===== config.mk =====
export PLATFORM = sky130hd
export DESIGN_NAME = pmau_top
export DESIGN_NICKNAME = d
export VERILOG_FILES = /design/src/shared/pmau_pkg.sv /design/src/core/pmau_top.sv
export SDC_FILE = /design/constraint.sdc
export NUM_CORES = 1
export LEC_CHECK = 0
export BUFFER_PORTS_ARGS = -buffer_cell sky130_fd_sc_hd__buf_4
export CAP_MARGIN = 20
export CORE_MARGIN = 8
export CORE_UTILIZATION = 45
export CTS_CLUSTER_SIZE = 10
export DETAILED_ROUTE_END_ITERATION = 16
export PLACE_DENSITY = 0.74
export SLEW_MARGIN = 20
export SYNTH_ARGS = -nofsm -noshare
export SYNTH_HDL_FRONTEND = slang
export SYNTH_SLANG_ARGS = --single-unit

===== constraint.sdc =====
create_clock -name MCLK -period 2.67 [get_ports MCLK]
set_input_delay 0.1335 -clock MCLK [delete_from_list [all_inputs] [get_ports MCLK]]
set_output_delay 0.1335 -clock MCLK [all_outputs]
set_load 0.02 [all_outputs]

===== src/shared/pmau_pkg.sv =====
package pmau_pkg;
   // ----------------------------------------
   // Widths and keys
   // ----------------------------------------
   localparam int          ADDR_W          = 15;
   localparam int          WORD_W          = 14;
   localparam logic [7:0]  KEY_FIRST       = 8'h55;
   localparam logic [7:0]  KEY_SECOND      = 8'hAA;
   localparam int          PGM_SEL_BIT     = 15;
   localparam logic [3:0]  KIND_NONE       = 4'h0;
   // ----------------------------------------
   // Timing
   // ----------------------------------------
   localparam int          CLK_HZ          = 40_000_000;
   localparam int          STALL_US        = 2000;
   localparam int          STALL_CYC       = (CLK_HZ / 1_000_000) * STALL_US;
   localparam int          FORCED_NOPS     = 2;
   localparam int          PGM_EXTRA_CYC   = 1;

   // Self-write operation kinds
   typedef enum logic [1:0] {
      PMAU_OP_ERASE,
      PMAU_OP_LOAD,
      PMAU_OP_WRITE,
      PMAU_OP_USERID
   } pmau_op_t;

   // Indirect access request from the core
   typedef struct packed {
      logic        valid;
      logic        write;
      logic [15:0] pointer;
      logic [7:0]  wdata;
   } pmau_ind_req_t;

   // Unlock / control request from the core
   typedef struct packed {
      logic        key_wr;
      logic [7:0]  key_data;
      logic        init_set;
      pmau_op_t    op;
   } pmau_ctl_req_t;
endpackage


===== src/core/pmau_top.sv =====
`timescale 1ns/1ps
module pmau_top #(
   parameter int STALL_CYCLES = pmau_pkg::STALL_CYC
) (
   // Clock and reset
   input  wire logic                   MCLK,
   input  wire logic                   SYS_RST,
   // Indirect access from core
   input  wire pmau_pkg::pmau_ind_req_t IND_REQ,
   output logic                        IND_BUSY,
   output logic                        IND_DONE,
   output logic [7:0]                  IND_RDATA,
   // Program memory read port
   output logic                        PM_RD_EN,
   output logic [14:0]                 PM_RD_ADDR,
   input  wire logic [13:0]            PM_RD_DATA,
   // Data memory port
   output logic                        DM_EN,
   output logic                        DM_WE,
   output logic [11:0]                 DM_ADDR,
   output logic [7:0]                  DM_WDATA,
   input  wire logic [7:0]             DM_RDATA,
   // Unlock and control from core
   input  wire pmau_pkg::pmau_ctl_req_t CTL_REQ,
   // Program memory self-write engine
   output logic                        NVM_START,
   output logic [1:0]                  NVM_OP,
   // Core pipeline control
   output logic                        FORCE_NOP,
   output logic                        CORE_STALL,
   output logic                        WR_BUSY
);
   initial begin
      if (STALL_CYCLES < 1) $error("STALL_CYCLES must be at least 1");
      if (pmau_pkg::FORCED_NOPS < 1 || pmau_pkg::FORCED_NOPS > 3)
         $error("FORCED_NOPS must fit the two-bit slot counter");
      if (pmau_pkg::ADDR_W != 15) $error("Program address width must be 15");
      if (pmau_pkg::WORD_W != 14) $error("Program word width must be 14");
   end

   // ----------------------------------------
   // Pointer decode
   // ----------------------------------------
   // Top bit of the pointer picks program memory over data memory
   function automatic logic pgm_space(input logic [15:0] ptr);
      return ptr[pmau_pkg::PGM_SEL_BIT];
   endfunction

   // Data space covers the whole 12-bit register map
   function automatic logic [11:0] data_addr(input logic [15:0] ptr);
      return ptr[11:0];
   endfunction

   // Program space uses the fifteen bits below the select bit
   function automatic logic [14:0] pgm_addr(input logic [15:0] ptr);
      return ptr[14:0];
   endfunction

   // ----------------------------------------
   // Indirect access
   // ----------------------------------------
   typedef enum {PMAU_IND_IDLE, PMAU_IND_PGM} pmau_ind_st_t;
   pmau_ind_st_t ind_st_r;
   logic         is_pgm;

   // A write aimed at program space is acknowledged like a read
   // but reaches neither memory; only DM_WE can alter state
   assign is_pgm     = pgm_space(IND_REQ.pointer);
   assign PM_RD_EN   = IND_REQ.valid && is_pgm && !IND_REQ.write
                       && ind_st_r == PMAU_IND_IDLE;
   assign PM_RD_ADDR = pgm_addr(IND_REQ.pointer);
   assign DM_EN      = IND_REQ.valid && !is_pgm;
   assign DM_WE      = DM_EN && IND_REQ.write;
   assign DM_ADDR    = data_addr(IND_REQ.pointer);
   assign DM_WDATA   = IND_REQ.wdata;
   // Extra cycle for program reads and writes alike; writes there are dropped
   assign IND_BUSY   = IND_REQ.valid && is_pgm && ind_st_r == PMAU_IND_IDLE;

   always_ff @(posedge MCLK or posedge SYS_RST) begin
      if (SYS_RST) begin
         ind_st_r <= PMAU_IND_IDLE;
      end else begin
         case (ind_st_r)
            PMAU_IND_IDLE: if (IND_BUSY) ind_st_r <= PMAU_IND_PGM;
            PMAU_IND_PGM:  ind_st_r <= PMAU_IND_IDLE;
            default:       ind_st_r <= PMAU_IND_IDLE;
         endcase
      end
   end

   // ----------------------------------------
   // Program word capture
   // ----------------------------------------
   // The memory answers only while PM_RD_EN is high, in the first cycle;
   // the byte is held here so the extra cycle never sees a released port
   logic [7:0] pgm_byte_r;

   always_ff @(posedge MCLK or posedge SYS_RST) begin
      if (SYS_RST) begin
         pgm_byte_r <= 8'h00;
      end else if (PM_RD_EN) begin
         pgm_byte_r <= PM_RD_DATA[7:0];
      end
   end

   always_ff @(posedge MCLK or posedge SYS_RST) begin
      if (SYS_RST) begin
         IND_DONE  <= 1'b0;
         IND_RDATA <= 8'h00;
      end else begin
         IND_DONE <= 1'b0;
         if (IND_REQ.valid && !is_pgm) begin
            IND_DONE <= 1'b1;
            if (!IND_REQ.write) IND_RDATA <= DM_RDATA;
         end else if (ind_st_r == PMAU_IND_PGM) begin
            IND_DONE <= 1'b1;
            // Write has no path to program memory at all
            if (!IND_REQ.write) IND_RDATA <= pgm_byte_r;
         end
      end
   end

   // ----------------------------------------
   // Unlock sequence
   // ----------------------------------------
   typedef enum {PMAU_UL_IDLE, PMAU_UL_GOT55, PMAU_UL_ARMED} pmau_ul_st_t;
   pmau_ul_st_t ul_st_r;

   // Any other key write, or any other key value, drops the arming
   // Idle cycles between keys keep the sequence alive, so firmware
   // must mask interrupts itself to keep stray key writes out
   always_ff @(posedge MCLK or posedge SYS_RST) begin
      if (SYS_RST) begin
         ul_st_r <= PMAU_UL_IDLE;
      end else if (CTL_REQ.init_set) begin
         ul_st_r <= PMAU_UL_IDLE;
      end else if (CTL_REQ.key_wr) begin
         case (ul_st_r)
            PMAU_UL_IDLE:
               ul_st_r <= (CTL_REQ.key_data == pmau_pkg::KEY_FIRST)
                          ? PMAU_UL_GOT55 : PMAU_UL_IDLE;
            PMAU_UL_GOT55:
               ul_st_r <= (CTL_REQ.key_data == pmau_pkg::KEY_SECOND)
                          ? PMAU_UL_ARMED : PMAU_UL_IDLE;
            default: ul_st_r <= PMAU_UL_IDLE;
         endcase
      end
   end

   // ----------------------------------------
   // Forced NOPs and stall
   // ----------------------------------------
   typedef enum {PMAU_WR_IDLE, PMAU_WR_NOP, PMAU_WR_STALL} pmau_wr_st_t;
   pmau_wr_st_t  wr_st_r;
   logic [1:0]   nop_cnt_r;
   logic [31:0]  stall_cnt_r;
   logic         accept;
   logic         long_op_r;

   // Counter is 32 bits wide; real stall counts sit far below that
   // Only an initiate while armed by both keys, with the engine idle, is honoured
   assign accept = CTL_REQ.init_set && ul_st_r == PMAU_UL_ARMED
                   && wr_st_r == PMAU_WR_IDLE;

   always_ff @(posedge MCLK or posedge SYS_RST) begin
      if (SYS_RST) begin
         wr_st_r     <= PMAU_WR_IDLE;
         nop_cnt_r   <= 2'd0;
         stall_cnt_r <= 32'd0;
         long_op_r   <= 1'b0;
         NVM_START   <= 1'b0;
         NVM_OP      <= 2'd0;
      end else begin
         NVM_START <= 1'b0;
         case (wr_st_r)
            PMAU_WR_IDLE: if (accept) begin
               wr_st_r   <= PMAU_WR_NOP;
               // Loaded one short: the zero count is a slot as well
               nop_cnt_r <= 2'(pmau_pkg::FORCED_NOPS - 1);
               long_op_r <= CTL_REQ.op != pmau_pkg::PMAU_OP_LOAD;
               NVM_START <= 1'b1;
               NVM_OP    <= CTL_REQ.op;
            end
            PMAU_WR_NOP: if (nop_cnt_r != 2'd0) begin
               nop_cnt_r <= nop_cnt_r - 2'd1;
            end else if (long_op_r) begin
               wr_st_r     <= PMAU_WR_STALL;
               stall_cnt_r <= 32'(STALL_CYCLES - 1);
            end else begin
               wr_st_r <= PMAU_WR_IDLE;
            end
            PMAU_WR_STALL: if (stall_cnt_r == 32'd0) begin
               wr_st_r <= PMAU_WR_IDLE;
            end else begin
               stall_cnt_r <= stall_cnt_r - 32'd1;
            end
            default: wr_st_r <= PMAU_WR_IDLE;
         endcase
      end
   end

   // ----------------------------------------
   // Core control outputs
   // ----------------------------------------
   // WR_BUSY spans both the forced slots and the stall, so the
   // core may poll it instead of counting cycles
   assign FORCE_NOP  = wr_st_r == PMAU_WR_NOP;
   assign CORE_STALL = wr_st_r == PMAU_WR_STALL;
   assign WR_BUSY    = wr_st_r != PMAU_WR_IDLE;
endmodule


==> results by group, run 1 <==
Route
  – Residual DRC count: 0
  – Vias per cell: approximately 5.3
  – Vias: around 2500
  – Routed wl met2: between 3000 and 4000 um
  – Met3 routed WL: about 520 um
  – TritonRoute pass-1 iters: 4
  – Initial DRC Count: 150
  – M1 WL: roughly 3000 um
  – Uppermost layer routed: met4
  – Routed wire length: 6959 um
  – ANT nets after route: 0
  – WL per Instance: roughly 15 um

Synthesis
  – Most frequent cell after synthesis: dfrtp_1
  – Ranking of synthesized cells by area: dfrtp_1 46%, buf_4 8.1%, nand2_1 3.8%
  – Mapped cell area: about 3200 sq um
  – Main combinational cell family by area after synthesis: simple AND/OR/NAND/NOR gates
  – Simple-gate share of the synthesized area: between 20% and 30%
  – Sequential-to-total area share from yosys stat: between 40% and 50%
  – Async SR Flop Fraction: between 90% and 100%
  – Synth warn: 0
  – Most common flop cell mapped by yosys: dfrtp_1
  – Cells after Synth: 338
  – Syn Area/Cell: 9.573 sq um
  – Synthesized flop and latch total: 60
  – Synth top area share: 46.40%
  – Mux share of post-synthesis cell area: under 10%
  – Syn nets: ~400
  – Post-synth top area cell: dfrtp_1
  – Top cells by count, synth: 60 x dfrtp_1, 35 x buf_4, 33 x nand2_1
  – XOR/XNOR Fraction of Synth Area: less than 1%
  – Synth cell types: between 40 and 50
  – Post-synth EDFFs: 0
  – Compound-Gate Fraction of Synth Area: approximately 11%
  – Synth Area in Adders: less than 1%

Clock tree
  – CTS tree: done
  – Latest clock arrival within the worst-skew pair: 0.34 ns
  – Clk sinks: 60
  – CTS Buf Count: 9
  – Clk slew on worst S/H paths: 0.07 ns
  – Root Driver: clkbuf_8
  – CTS H-tree depth: 3
  – Maximum buffer depth of the clock tree: 2

Min path
  – Hold path cells: 2
  – WHS Endpoint: pgm_byte_r[3]$_DFFE_PP0P_
  – Min-delay src: PM_RD_DATA[3]
  – Worst hold path class: input pin to flop

Finish
  – Area Growth Syn to Fin: 18.68%
  – Final nets: 437
  – Layout Cells excl Fill: around 480
  – # diodes: 0
  – Layout Utilization: a little over half
  – Share of layout cells above drive strength 1: between 30% and 40%

GRT
  – Number of antenna violations at the first check in global routing: 0
  – First-pass GRT wire length: 11930 um
  – GRT Resource Usage Total: between 10% and 20%
  – Largest net degree at the start of global routing: 28
  – Grt ovf: 0
  – Vias in the first global route: approximately 2600

Power and ir drop
  – Lkg Pwr: between 1.5 and 2 nW
  – Maximum VDD drop: 0.3405 mV
  – Power per cell area: ~550 nW/um^2

Timing
  – Period utilisation layout: around 98%
  – Unrepaired setup endpoints after global routing: no
  – Final Setup Violations: 0
  – Setup Skew: ~0.012 ns
  – Rel. slew slack: ~53%
  – Max-slew violations: 0
  – Fmax: ~0.38 GHz
  – Measured slew at the worst slew-check pin: around 0.71 ns
  – Final TNS setup: 0 ns
  – Final worst setup slack: between 0.05 and 0.06 ns
  – Final hold violations: 0
  – Min Tclk post-route: roughly 2.6 ns

Floorplan
  – Full die area: 10160 sq um
  – Die height: 100.8 um
  – # rows: 31
  – Core Region: around 7100 sq um
  – I/O pins: 116
  – Die width: 100.8 um
  – Starting Density: between 40% and 50%

Setup path
  – WS Path Type: flop to flop
  – Max incr delay on CP: ~0.58 ns
  – Crit-path slowest cell: or4b_1
  – R2R depth: 5
  – CP top delay family: simple AND/OR/NAND/NOR gates
  – CP cell instances: or4_4, or4b_1, or2_4, or4_1, a21oi_1
  – WP buf/inv: 0
  – R2R setup slack: a little under 0.06 ns
  – RR Endpoint: stall_cnt_r[27]$_DFFE_PP0P_
  – FF-to-FF Start: stall_cnt_r[6]$_DFFE_PP0P_
  – Crit-path max FO: 11
  – Req. time, crit path: approximately 3 ns
  – Worst Setup End Kind: flop
  – Worst setup SP type: flop
  – Data arrival, critical path: 2.86 ns

Placement
  – Post-DP HPWL: 5089 um
  – Place WS: about 0.050 ns
  – IO Port Bufs: ~50
  – Final Wtd Congestion: just under 0.8
  – Cells after DPL: approximately 460

Status
  – Run status: complete, no violations

Flow run
  – Maximum Capacitance Violations: 0
==> worst reg2reg max path, cell delays in order (launching register included) <==
cell and delay [ns]:
dfrtp_1 0.41, or4_4 0.57, or4b_1 0.58, or2_4 0.33
or4_1 0.48, a21oi_1 0.16
==> where the power goes <==
part / internal, mW / total (mW) / switching, mW
logic: 0.109 / 0.215 / 0.106
registers: 0.960 / 0.987 / 0.0268
clock network: 0.522 / 0.892 / 0.370
total: 1.59 / 2.09 / 0.503
==> cell families (layout without fill, tap and decap cells) <==
group	Yosys count	in the layout
AOI/OAI and AO/OA	57	57
xor gates and xnor gates	2	2
adders and majority gates	2	2
buffers and inverters	59	99
DFF	60	60
muxes	18	18
and+or+nand+nor	140	140
==> state kept, by name, summed over array words and instances, names as in the netlist <==
register,count
wr_st_r,2
ul_st_r,2
long_op_r,1
pgm_byte_r,8
NVM_START,1
NVM_OP,2
nop_cnt_r,2
stall_cnt_r,32
IND_DONE,1
ind_st_r,1
IND_RDATA,8
==> per-layer routing <==
metal	vias up	GRT usage, %
met1	1215	16.63
met2	62	23.64
met4	0	5.930
li1	1258	-
met5	-	0
met3	8	6.077
==> cell usage in the layout, fill, tap and decap left out, types with 3 or more instances in the layout <==
cell type	n
clkbuf_8	9
clkinv_2	3
or3_1	9
mux2i_1	8
nor2_1	18
mux2_2	10
and3_1	3
or2_2	5
nor4_1	9
or4_1	8
nor4bb_1	3
inv_1	6
a31oi_1	4
nor2b_1	5
o21ai_0	16
nand3_1	5
nand2_1	33
dlygate4sd3_1	4
o31ai_1	5
a21oi_1	8
nor3_1	13
a22oi_1	8
nand2b_1	10
a211oi_1	3
o211ai_1	4
nand4_1	6
dfrtp_1	60
buf_4	71
==> final cells by class <==
| type | instances | area, sq um |
|---|---|---|
| well taps | 99 | 123.9 |
| flip-flops and latches | 60 | 1501 |
| multi-input cells | 219 | 1396 |
| fillers | 629 | 3258 |
| clock buffers | 9 | 123.9 |
| repair buffers | 75 | 573.1 |
| clock inverters | 7 | 91.34 |
| inverters | 8 | 30.03 |
==> stage by stage <==
step,power (mW),hold WS [ns],instance area [sq um]
after detailed placement,1.219,0.1952,3563
after global placement,1.213,0.1919,3563
after global routing,2.180,0.01329,3840
after CTS,2.112,0.01184,3819
after floorplan,1.185,0.1990,3266
final,2.094,0.02693,3840
==> how the worst max path moves through the flow <==
stage / start / end / slack, ns / cells past startpoint
after floorplan: stall_cnt_r[1]$_DFFE_PP0P_ / stall_cnt_r[11]$_DFFE_PP0P_ / -0.006 / 10
after global placement: stall_cnt_r[6]$_DFFE_PP0P_ / stall_cnt_r[27]$_DFFE_PP0P_ / 0.10 / 5
after detailed placement: stall_cnt_r[6]$_DFFE_PP0P_ / stall_cnt_r[27]$_DFFE_PP0P_ / 0.05 / 5
after CTS: stall_cnt_r[6]$_DFFE_PP0P_ / stall_cnt_r[27]$_DFFE_PP0P_ / 0.02 / 5
after global routing: stall_cnt_r[6]$_DFFE_PP0P_ / stall_cnt_r[27]$_DFFE_PP0P_ / 0.004 / 5
final: stall_cnt_r[6]$_DFFE_PP0P_ / stall_cnt_r[27]$_DFFE_PP0P_ / 0.06 / 5
==> timing repair <==
item,in CTS,in global routing
hold endpoints to repair,26,0
hold buffers,4,0
setup endpoints to repair,0,9
buffers inserted,0,1
gates resized for setup,0,4
Power figures use the tool's default switching activity.
==> inputs of run 2 (changes only) <==
BUFFER_PORTS_ARGS = -buffer_cell sky130_fd_sc_hd__buf_2   (was -buffer_cell sky130_fd_sc_hd__buf_4)
==> run 2 against run 1 <==
Worst hold slack worse by 0.0093 ns. Final cell count rose by 0.21%. Utilization is 1.9 points lower. Largest power group unchanged.
==> results by group, run 2 (same netlist as run 1, synthesis figures left out) <==
Timing
  – Measured slew at the worst slew-check pin: 0.7061 ns (was 0.7118 ns)
  – Rel. slew slack: 52.93% (was 52.54%)
  – Final Setup Violations: 0 (unchanged)
  – Setup Skew: 0.007345 ns (was 0.01234 ns)
  – Min Tclk post-route: 2.540 ns (was 2.611 ns)
  – Max-slew violations: 0 (unchanged)
  – Fmax: 0.3937 GHz (was 0.3829 GHz)
  – Unrepaired setup endpoints after global routing: no (unchanged)
  – Final hold violations: 0 (unchanged)
  – Period utilisation layout: 95.13% (was 97.80%)

Clock tree
  – CTS H-tree depth: 3 (unchanged)
  – Clk slew on worst S/H paths: 0.07 ns (about the same)
  – CTS Buf Count: 9 (unchanged)
  – CTS tree: done (unchanged)
  – Clk sinks: 60 (unchanged)
  – Maximum buffer depth of the clock tree: 2 (unchanged)
  – Latest clock arrival within the worst-skew pair: 0.35 ns (was 0.34 ns)
  – Root Driver: clkbuf_8 (unchanged)

Setup path
  – Max incr delay on CP: 0.56 ns (was 0.58 ns)
  – Worst Setup EP: stall_cnt_r[27]$_DFFE_PP0P_ (unchanged)
  – FF-to-FF Start: stall_cnt_r[6]$_DFFE_PP0P_ (unchanged)
  – Setup crit start: stall_cnt_r[6]$_DFFE_PP0P_ (unchanged)
  – Worst setup SP type: flop (unchanged)
  – CP top delay family: simple AND/OR/NAND/NOR gates (unchanged)
  – Crit-path max FO: 11 (unchanged)
  – WS Path Type: flop to flop (unchanged)
  – Data arrival, critical path: 2.80 ns (was 2.86 ns)
  – WP buf/inv: 0 (unchanged)
  – Worst Setup End Kind: flop (unchanged)
  – Crit-path slowest cell: or4b_1 (unchanged)
  – CP Depth: 5 (unchanged)
  – Req. time, crit path: 2.93 ns (was 2.92 ns)
  – R2R depth: 5 (unchanged)
  – CP cell instances: or4_4, or4b_1, or2_4, or4_1, a21oi_1 (unchanged)
  – R2R setup slack: 0.13 ns (was 0.06 ns)
  – RR Endpoint: stall_cnt_r[27]$_DFFE_PP0P_ (unchanged)

Placement
  – DP Area: 3451 sq um (was 3563 sq um)
  – Final Wtd Congestion: 0.7732 (was 0.7697)
  – Cells after DPL: 458 (was 456)
  – Post-DP HPWL: 5109 um (was 5089 um)
  – IO Port Bufs: 51 (unchanged)

Route
  – Residual DRC count: 0 (unchanged)
  – WL per Instance: 14.50 um (was 14.59 um)
  – Initial DRC Count: 104 (was 150)
  – Vias per cell: 5.289 (was 5.331)
  – M1 WL: 3052 um (was 3035 um)
  – Routed wire length: 6930 um (was 6959 um)
  – Uppermost layer routed: met4 (unchanged)
  – ANT nets after route: 0 (unchanged)
  – TritonRoute pass-1 iters: 4 (unchanged)
  – Vias: 2528 (was 2543)
  – Met3 routed WL: 493 um (was 521 um)
  – Routed wl met2: 3302 um (was 3348 um)

Finish
  – Filler cell count: 637 (was 629)
  – Biggest register: stall_cnt_r (unchanged)
  – Top flop regs: stall_cnt_r: 32 flops, IND_RDATA: 8 flops, pgm_byte_r: 8 flops (unchanged)
  – Max reg flops: 32 (unchanged)
  – Layout Utilization: 52.18% (was 54.10%)
  – Share of layout cells above drive strength 1: 30.87% (was 30.16%)
  – Layout Cells excl Fill: 478 (was 477)
  – Area Growth Syn to Fin: 14.46% (was 18.68%)
  – # diodes: 0 (unchanged)
  – Finished Cell Area: 3704 sq um (was 3840 sq um)
  – Most common cell after layout, fill and taps aside: dfrtp_1 (was buf_4)
  – Commonest cells after routing, fill and taps aside: 60 x dfrtp_1, 51 x buf_2, 33 x nand2_1, 22 x buf_4, 18 x nor2_1 (was 71 x buf_4, 60 x dfrtp_1, 33 x nand2_1, 18 x nor2_1, 16 x o21ai_0)
  – Final nets: 438 (was 437)

Floorplan
  – I/O pins: 116 (unchanged)
  – Starting Density: 45.58% (unchanged)
  – Die width: 100.8 um (unchanged)
  – Core Region: 7098 sq um (unchanged)
  – Die height: 100.8 um (unchanged)
  – Full die area: 10160 sq um (unchanged)
  – # rows: 31 (unchanged)

Status
  – Run status: complete, no violations (unchanged)

Power and ir drop
  – Lkg Pwr: 1.875 nW (was 1.916 nW)
  – Power per cell area: 532.4 nW/um^2 (was 545.3 nW/um^2)
  – Maximum VDD drop: 0.5354 mV (was 0.3405 mV)

GRT
  – GRT Resource Usage Total: 14.67% (was 14.61%)
  – First-pass GRT wire length: 12190 um (was 11930 um)
  – Vias in the first global route: 2682 (was 2604)
  – Grt ovf: 0 (unchanged)
  – Number of antenna violations at the first check in global routing: 0 (unchanged)
  – Largest net degree at the start of global routing: 32 (was 28)

Flow run
  – Maximum Capacitance Violations: 0 (unchanged)

Min path
  – Worst hold path class: input pin to flop (unchanged)
-- run 2: cell count changes in the layout (fill, tap and decap cells not counted), sizes merged --
cell,before,now
buf,71,73
bufinv,2,1
clkinvlp,1,3
dlygate4sd3,4,3
clkinv,4,3
-- run 2: worst min-delay path by stage --
stage,from,cells past startpoint,to
after detailed placement,SYS_RST,2,pgm_byte_r[3]$_DFFE_PP0P_
after global routing,PM_RD_DATA[1],2,pgm_byte_r[1]$_DFFE_PP0P_
after floorplan,CTL_REQ[2],1,ul_st_r[1]$_DFFE_PP0P_
after CTS,PM_RD_DATA[1],2,pgm_byte_r[1]$_DFFE_PP0P_
final,CTL_REQ[1],3,NVM_OP[1]$_DFFE_PP0P_
after global placement,SYS_RST,2,pgm_byte_r[3]$_DFFE_PP0P_
-- run 2: tightest hold or removal path: stages --
cell and delay, ns:
buf_2 0.08, nand2_1 0.05, nand2_1 0.06
-- run 2: cell type report --
type | count | area (sq um) | area share (%)
Sequential cell | 60 | 1501 | 40.54
Inverter | 8 | 30.03 | 0.8108
Tap cell | 99 | 123.9 | 3.345
Timing Repair Buffer | 76 | 450.4 | 12.16
Clock inverter | 7 | 67.56 | 1.824
Multi-Input combinational cell | 219 | 1406 | 37.97
Clock buffer | 9 | 123.9 | 3.345
-- run 2: power by group --
part           switching [mW]  internal, mW
logic                   0.104        0.0798
registers              0.0260         0.960
clock network           0.376         0.425
total                   0.507          1.47
-- run 2: metrics by stage --
| stage | hold slack [ns] | power [mW] | setup TNS (ns) | worst slack, ns |
|---|---|---|---|---|
| final | 0.01763 | 1.972 | 0 | 0.1301 |
| after global routing | 0.006373 | 2.058 | 0 | 0.07239 |
| after CTS | 0.01009 | 1.988 | 0 | 0.008635 |
| after detailed placement | 0.2663 | 1.188 | 0 | 0.01755 |
| after global placement | 0.2460 | 1.182 | 0 | 0.1236 |
| after floorplan | 0.1990 | 1.185 | -0.01026 | -0.005880 |
-- run 2: metal layers --
layer  up-vias  global-route usage (%)
met2        60                   24.15
met4         0                   5.465
met1      1202                   16.97
met3        12                   5.387
met5         -                       0
li1       1254                       -
-- run 2: repair_timing --
item	CTS	global route
setup endpoints to repair	0	12
hold endpoints to repair	32	0
hold buffers	3	0
buffers inserted	0	1
gates resized for setup	0	6
==> inputs of run 3 (changes only) <==
RECOVER_POWER = 100   (was unset)
==> run 3 against run 2 <==
Count of clock-buffer cells in the layout stayed put. Clock skew barely moved. Sequential power about the same. Wire length rose by 0.40%. Non-clock buffer count did not move. Die area stayed put. Design area is 2.4% lower. Worst hold slack better by 0.0040 ns. Maximum frequency shrank 0.28%. Clock power about the same.
==> results by group, run 3 (same netlist as run 1, synthesis figures left out) <==
Clock tree
  – Maximum buffer depth of the clock tree: 2 (unchanged)
  – Latest clock arrival within the worst-skew pair: 0.34 ns (was 0.35 ns)
  – Clk sinks: 60 (unchanged)
  – Clk slew on worst S/H paths: 0.07 ns (about the same)
  – CTS tree: done (unchanged)
  – CTS Buf Count: 9 (unchanged)
  – CTS H-tree depth: 3 (unchanged)
  – Root Driver: clkbuf_8 (unchanged)

Timing
  – Fmax: 0.3926 GHz (was 0.3937 GHz)
  – Measured slew at the worst slew-check pin: 1.147 ns (was 0.7061 ns)
  – Rel. slew slack: 23.42% (was 52.93%)
  – Final hold violations: 0 (unchanged)
  – Unrepaired setup endpoints after global routing: no (unchanged)
  – Setup Skew: 0.007388 ns (was 0.007345 ns)
  – Min Tclk post-route: 2.547 ns (was 2.540 ns)
  – Final Setup Violations: 0 (unchanged)
  – Max-slew violations: 0 (unchanged)
  – Period utilisation layout: 95.40% (was 95.13%)
  – Final worst setup slack: 0.1229 ns (was 0.1301 ns)

Placement
  – IO Port Bufs: 51 (unchanged)
  – Final Wtd Congestion: 0.7732 (unchanged)
  – Post-DP HPWL: 5109 um (unchanged)
  – Place WS: 0.01755 ns (unchanged)

Power and ir drop
  – Power per cell area: 541.7 nW/um^2 (was 532.4 nW/um^2)
  – Maximum VDD drop: 0.5251 mV (was 0.5354 mV)
  – Flop pwr share: 50.4% (was 50.0%)
  – Lkg Pwr: 1.782 nW (was 1.875 nW)
  – Pint: 1.455 mW (was 1.465 mW)
  – Switching Share: 25.72% (was 25.69%)
  – P_sw: 0.5038 mW (was 0.5066 mW)
  – Clock share of power: 40.7% (was 40.6%)
  – Comb power frac: 8.9% (was 9.3%)

Finish
  – Share of layout cells above drive strength 1: 21.64% (was 30.87%)
  – Max reg flops: 32 (unchanged)
  – Top flop regs: stall_cnt_r: 32 flops, IND_RDATA: 8 flops, pgm_byte_r: 8 flops (unchanged)
  – Filler cell count: 668 (was 637)
  – # diodes: 0 (unchanged)
  – Layout Utilization: 50.94% (was 52.18%)
  – Commonest cells after routing, fill and taps aside: 60 x dfrtp_1, 33 x nand2_1, 33 x buf_2, 27 x clkbuf_1, 18 x nor2_1 (was 60 x dfrtp_1, 51 x buf_2, 33 x nand2_1, 22 x buf_4, 18 x nor2_1)
  – Biggest register: stall_cnt_r (unchanged)
  – Most common cell after layout, fill and taps aside: dfrtp_1 (unchanged)
  – Area Growth Syn to Fin: 11.76% (was 14.46%)
  – Final nets: 438 (unchanged)

Route
  – WL per Instance: 14.56 um (was 14.50 um)
  – Vias per cell: 5.301 (was 5.289)
  – Routed wire length: 6958 um (was 6930 um)
  – Initial DRC Count: 114 (was 104)
  – Residual DRC count: 0 (unchanged)
  – ANT nets after route: 0 (unchanged)
  – Vias: 2534 (was 2528)
  – TritonRoute pass-1 iters: 4 (unchanged)

GRT
  – Largest net degree at the start of global routing: 32 (unchanged)
  – Met3 Usage GRT: 5.387% (unchanged)
  – Global route hottest layer: met2 (unchanged)
  – GRT Resource Usage Total: 14.67% (unchanged)
  – Number of antenna violations at the first check in global routing: 0 (unchanged)
  – Grt ovf: 0 (unchanged)
  – First-pass GRT wire length: 12190 um (unchanged)
  – Vias in the first global route: 2682 (unchanged)
  – GR Util met1: 16.97% (unchanged)
  – M2 GR Usage: 24.15% (unchanged)

Floorplan
  – Starting Density: 45.58% (unchanged)
  – I/O pins: 116 (unchanged)
  – Die height: 100.8 um (unchanged)
  – Die width: 100.8 um (unchanged)
  – Core Region: 7098 sq um (unchanged)
  – Full die area: 10160 sq um (unchanged)
  – # rows: 31 (unchanged)

Setup path
  – WS Path Type: flop to flop (unchanged)
  – Data arrival, critical path: 2.80 ns (about the same)
  – Crit-path max FO: 11 (unchanged)
  – Req. time, crit path: 2.93 ns (about the same)
  – Worst setup SP type: flop (unchanged)
  – Worst Setup End Kind: flop (unchanged)

Flow run
  – Maximum Capacitance Violations: 0 (unchanged)

Status
  – Run status: complete, no violations (unchanged)

Min path
  – Worst hold path class: input pin to flop (unchanged)
[run 3: changes by cell type in the layout (fill, tap and decap cells not counted), moves of 2 or more]
cell / previous run / this run
buf_2: 51 / 33
buf_4: 22 / 11
clkbuf_2: 0 / 2
inv_1: 6 / 8
inv_2: 2 / 0
clkbuf_1: 0 / 27
[run 3: path summary, 6_finish.rpt]
path | startpoint | to | slack (ns) | cells after the start
hold / removal | CTL_REQ[1] | NVM_OP[1]$_DFFE_PP0P_ | 0.02 | 3
setup reg to reg | stall_cnt_r[6]$_DFFE_PP0P_ | stall_cnt_r[27]$_DFFE_PP0P_ | 0.12 | 5
max in group asynchronous | SYS_RST | NVM_OP[0]$_DFFE_PP0P_ | 0.64 | 4
hold reg to reg | IND_RDATA[6]$_DFFE_PP0P_ | IND_RDATA[6]$_DFFE_PP0P_ | 0.48 | 2
setup / recovery | stall_cnt_r[6]$_DFFE_PP0P_ | stall_cnt_r[27]$_DFFE_PP0P_ | 0.12 | 5
min in group asynchronous | SYS_RST | stall_cnt_r[15]$_DFFE_PP0P_ | 0.65 | 3
[run 3: final cells by class]
type                       instances  area (sq um)  area share [%]
inverter                           8         30.03          0.8304
clock inverter                     7         67.56           1.869
clock buffer                       9         123.9           3.426
sequential                        60          1501           41.52
tap                               99         123.9           3.426
timing repair buffer              76         389.1           10.76
multi-input combinational        219          1380           38.17
[run 3: through the flow]
stage	power (mW)	hold slack [ns]	area (sq um)	setup TNS [ns]	cells
2_1_floorplan	1.185	0.1990	3266	-0.01026	338
3_3_place_gp	1.182	0.2460	3451	0	458
3_5_place_dp	1.188	0.2663	3451	0	458
4_1_cts	1.988	0.01009	3672	0	477
5_1_grt	2.047	0.006485	3616	0	478
6_report	1.959	0.02164	3616	0	478
[run 3: worst max-delay path, cell delays in order (launching register included)]
cell and delay [ns]:
dfrtp_1 0.40, or4_1 0.54, or4b_1 0.57, or2_4 0.33, or4_1 0.47, a21oi_1 0.15
[run 3: power by group through the flow]
| stage | Combinational, mW | Clock (mW) | Sequential, mW |
|---|---|---|---|
| floorplan | 0.154 | 0 | 1.03 |
| global placement | 0.180 | 0 | 1.00 |
| detailed placement | 0.185 | 0 | 1.00 |
| CTS | 0.188 | 0.813 | 0.988 |
| global route | 0.196 | 0.857 | 0.994 |
| finish | 0.174 | 0.798 | 0.987 |
[run 3: metal layers]
| metal | up-vias | part of all wire (%) |
|---|---|---|
| met2 | 64 | 47 |
| met3 | 11 | 7.4 |
| met1 | 1203 | 44 |
| met4 | 0 | 1.1 |
| li1 | 1256 | - |
| met5 | - | 0 |
[run 3: what timing repair did]
item,CTS,global route
gates resized for setup,0,6
endpoints found under the hold margin,32,0
buffers inserted,0,1
hold buffers,3,0
endpoints found under the setup margin,0,12
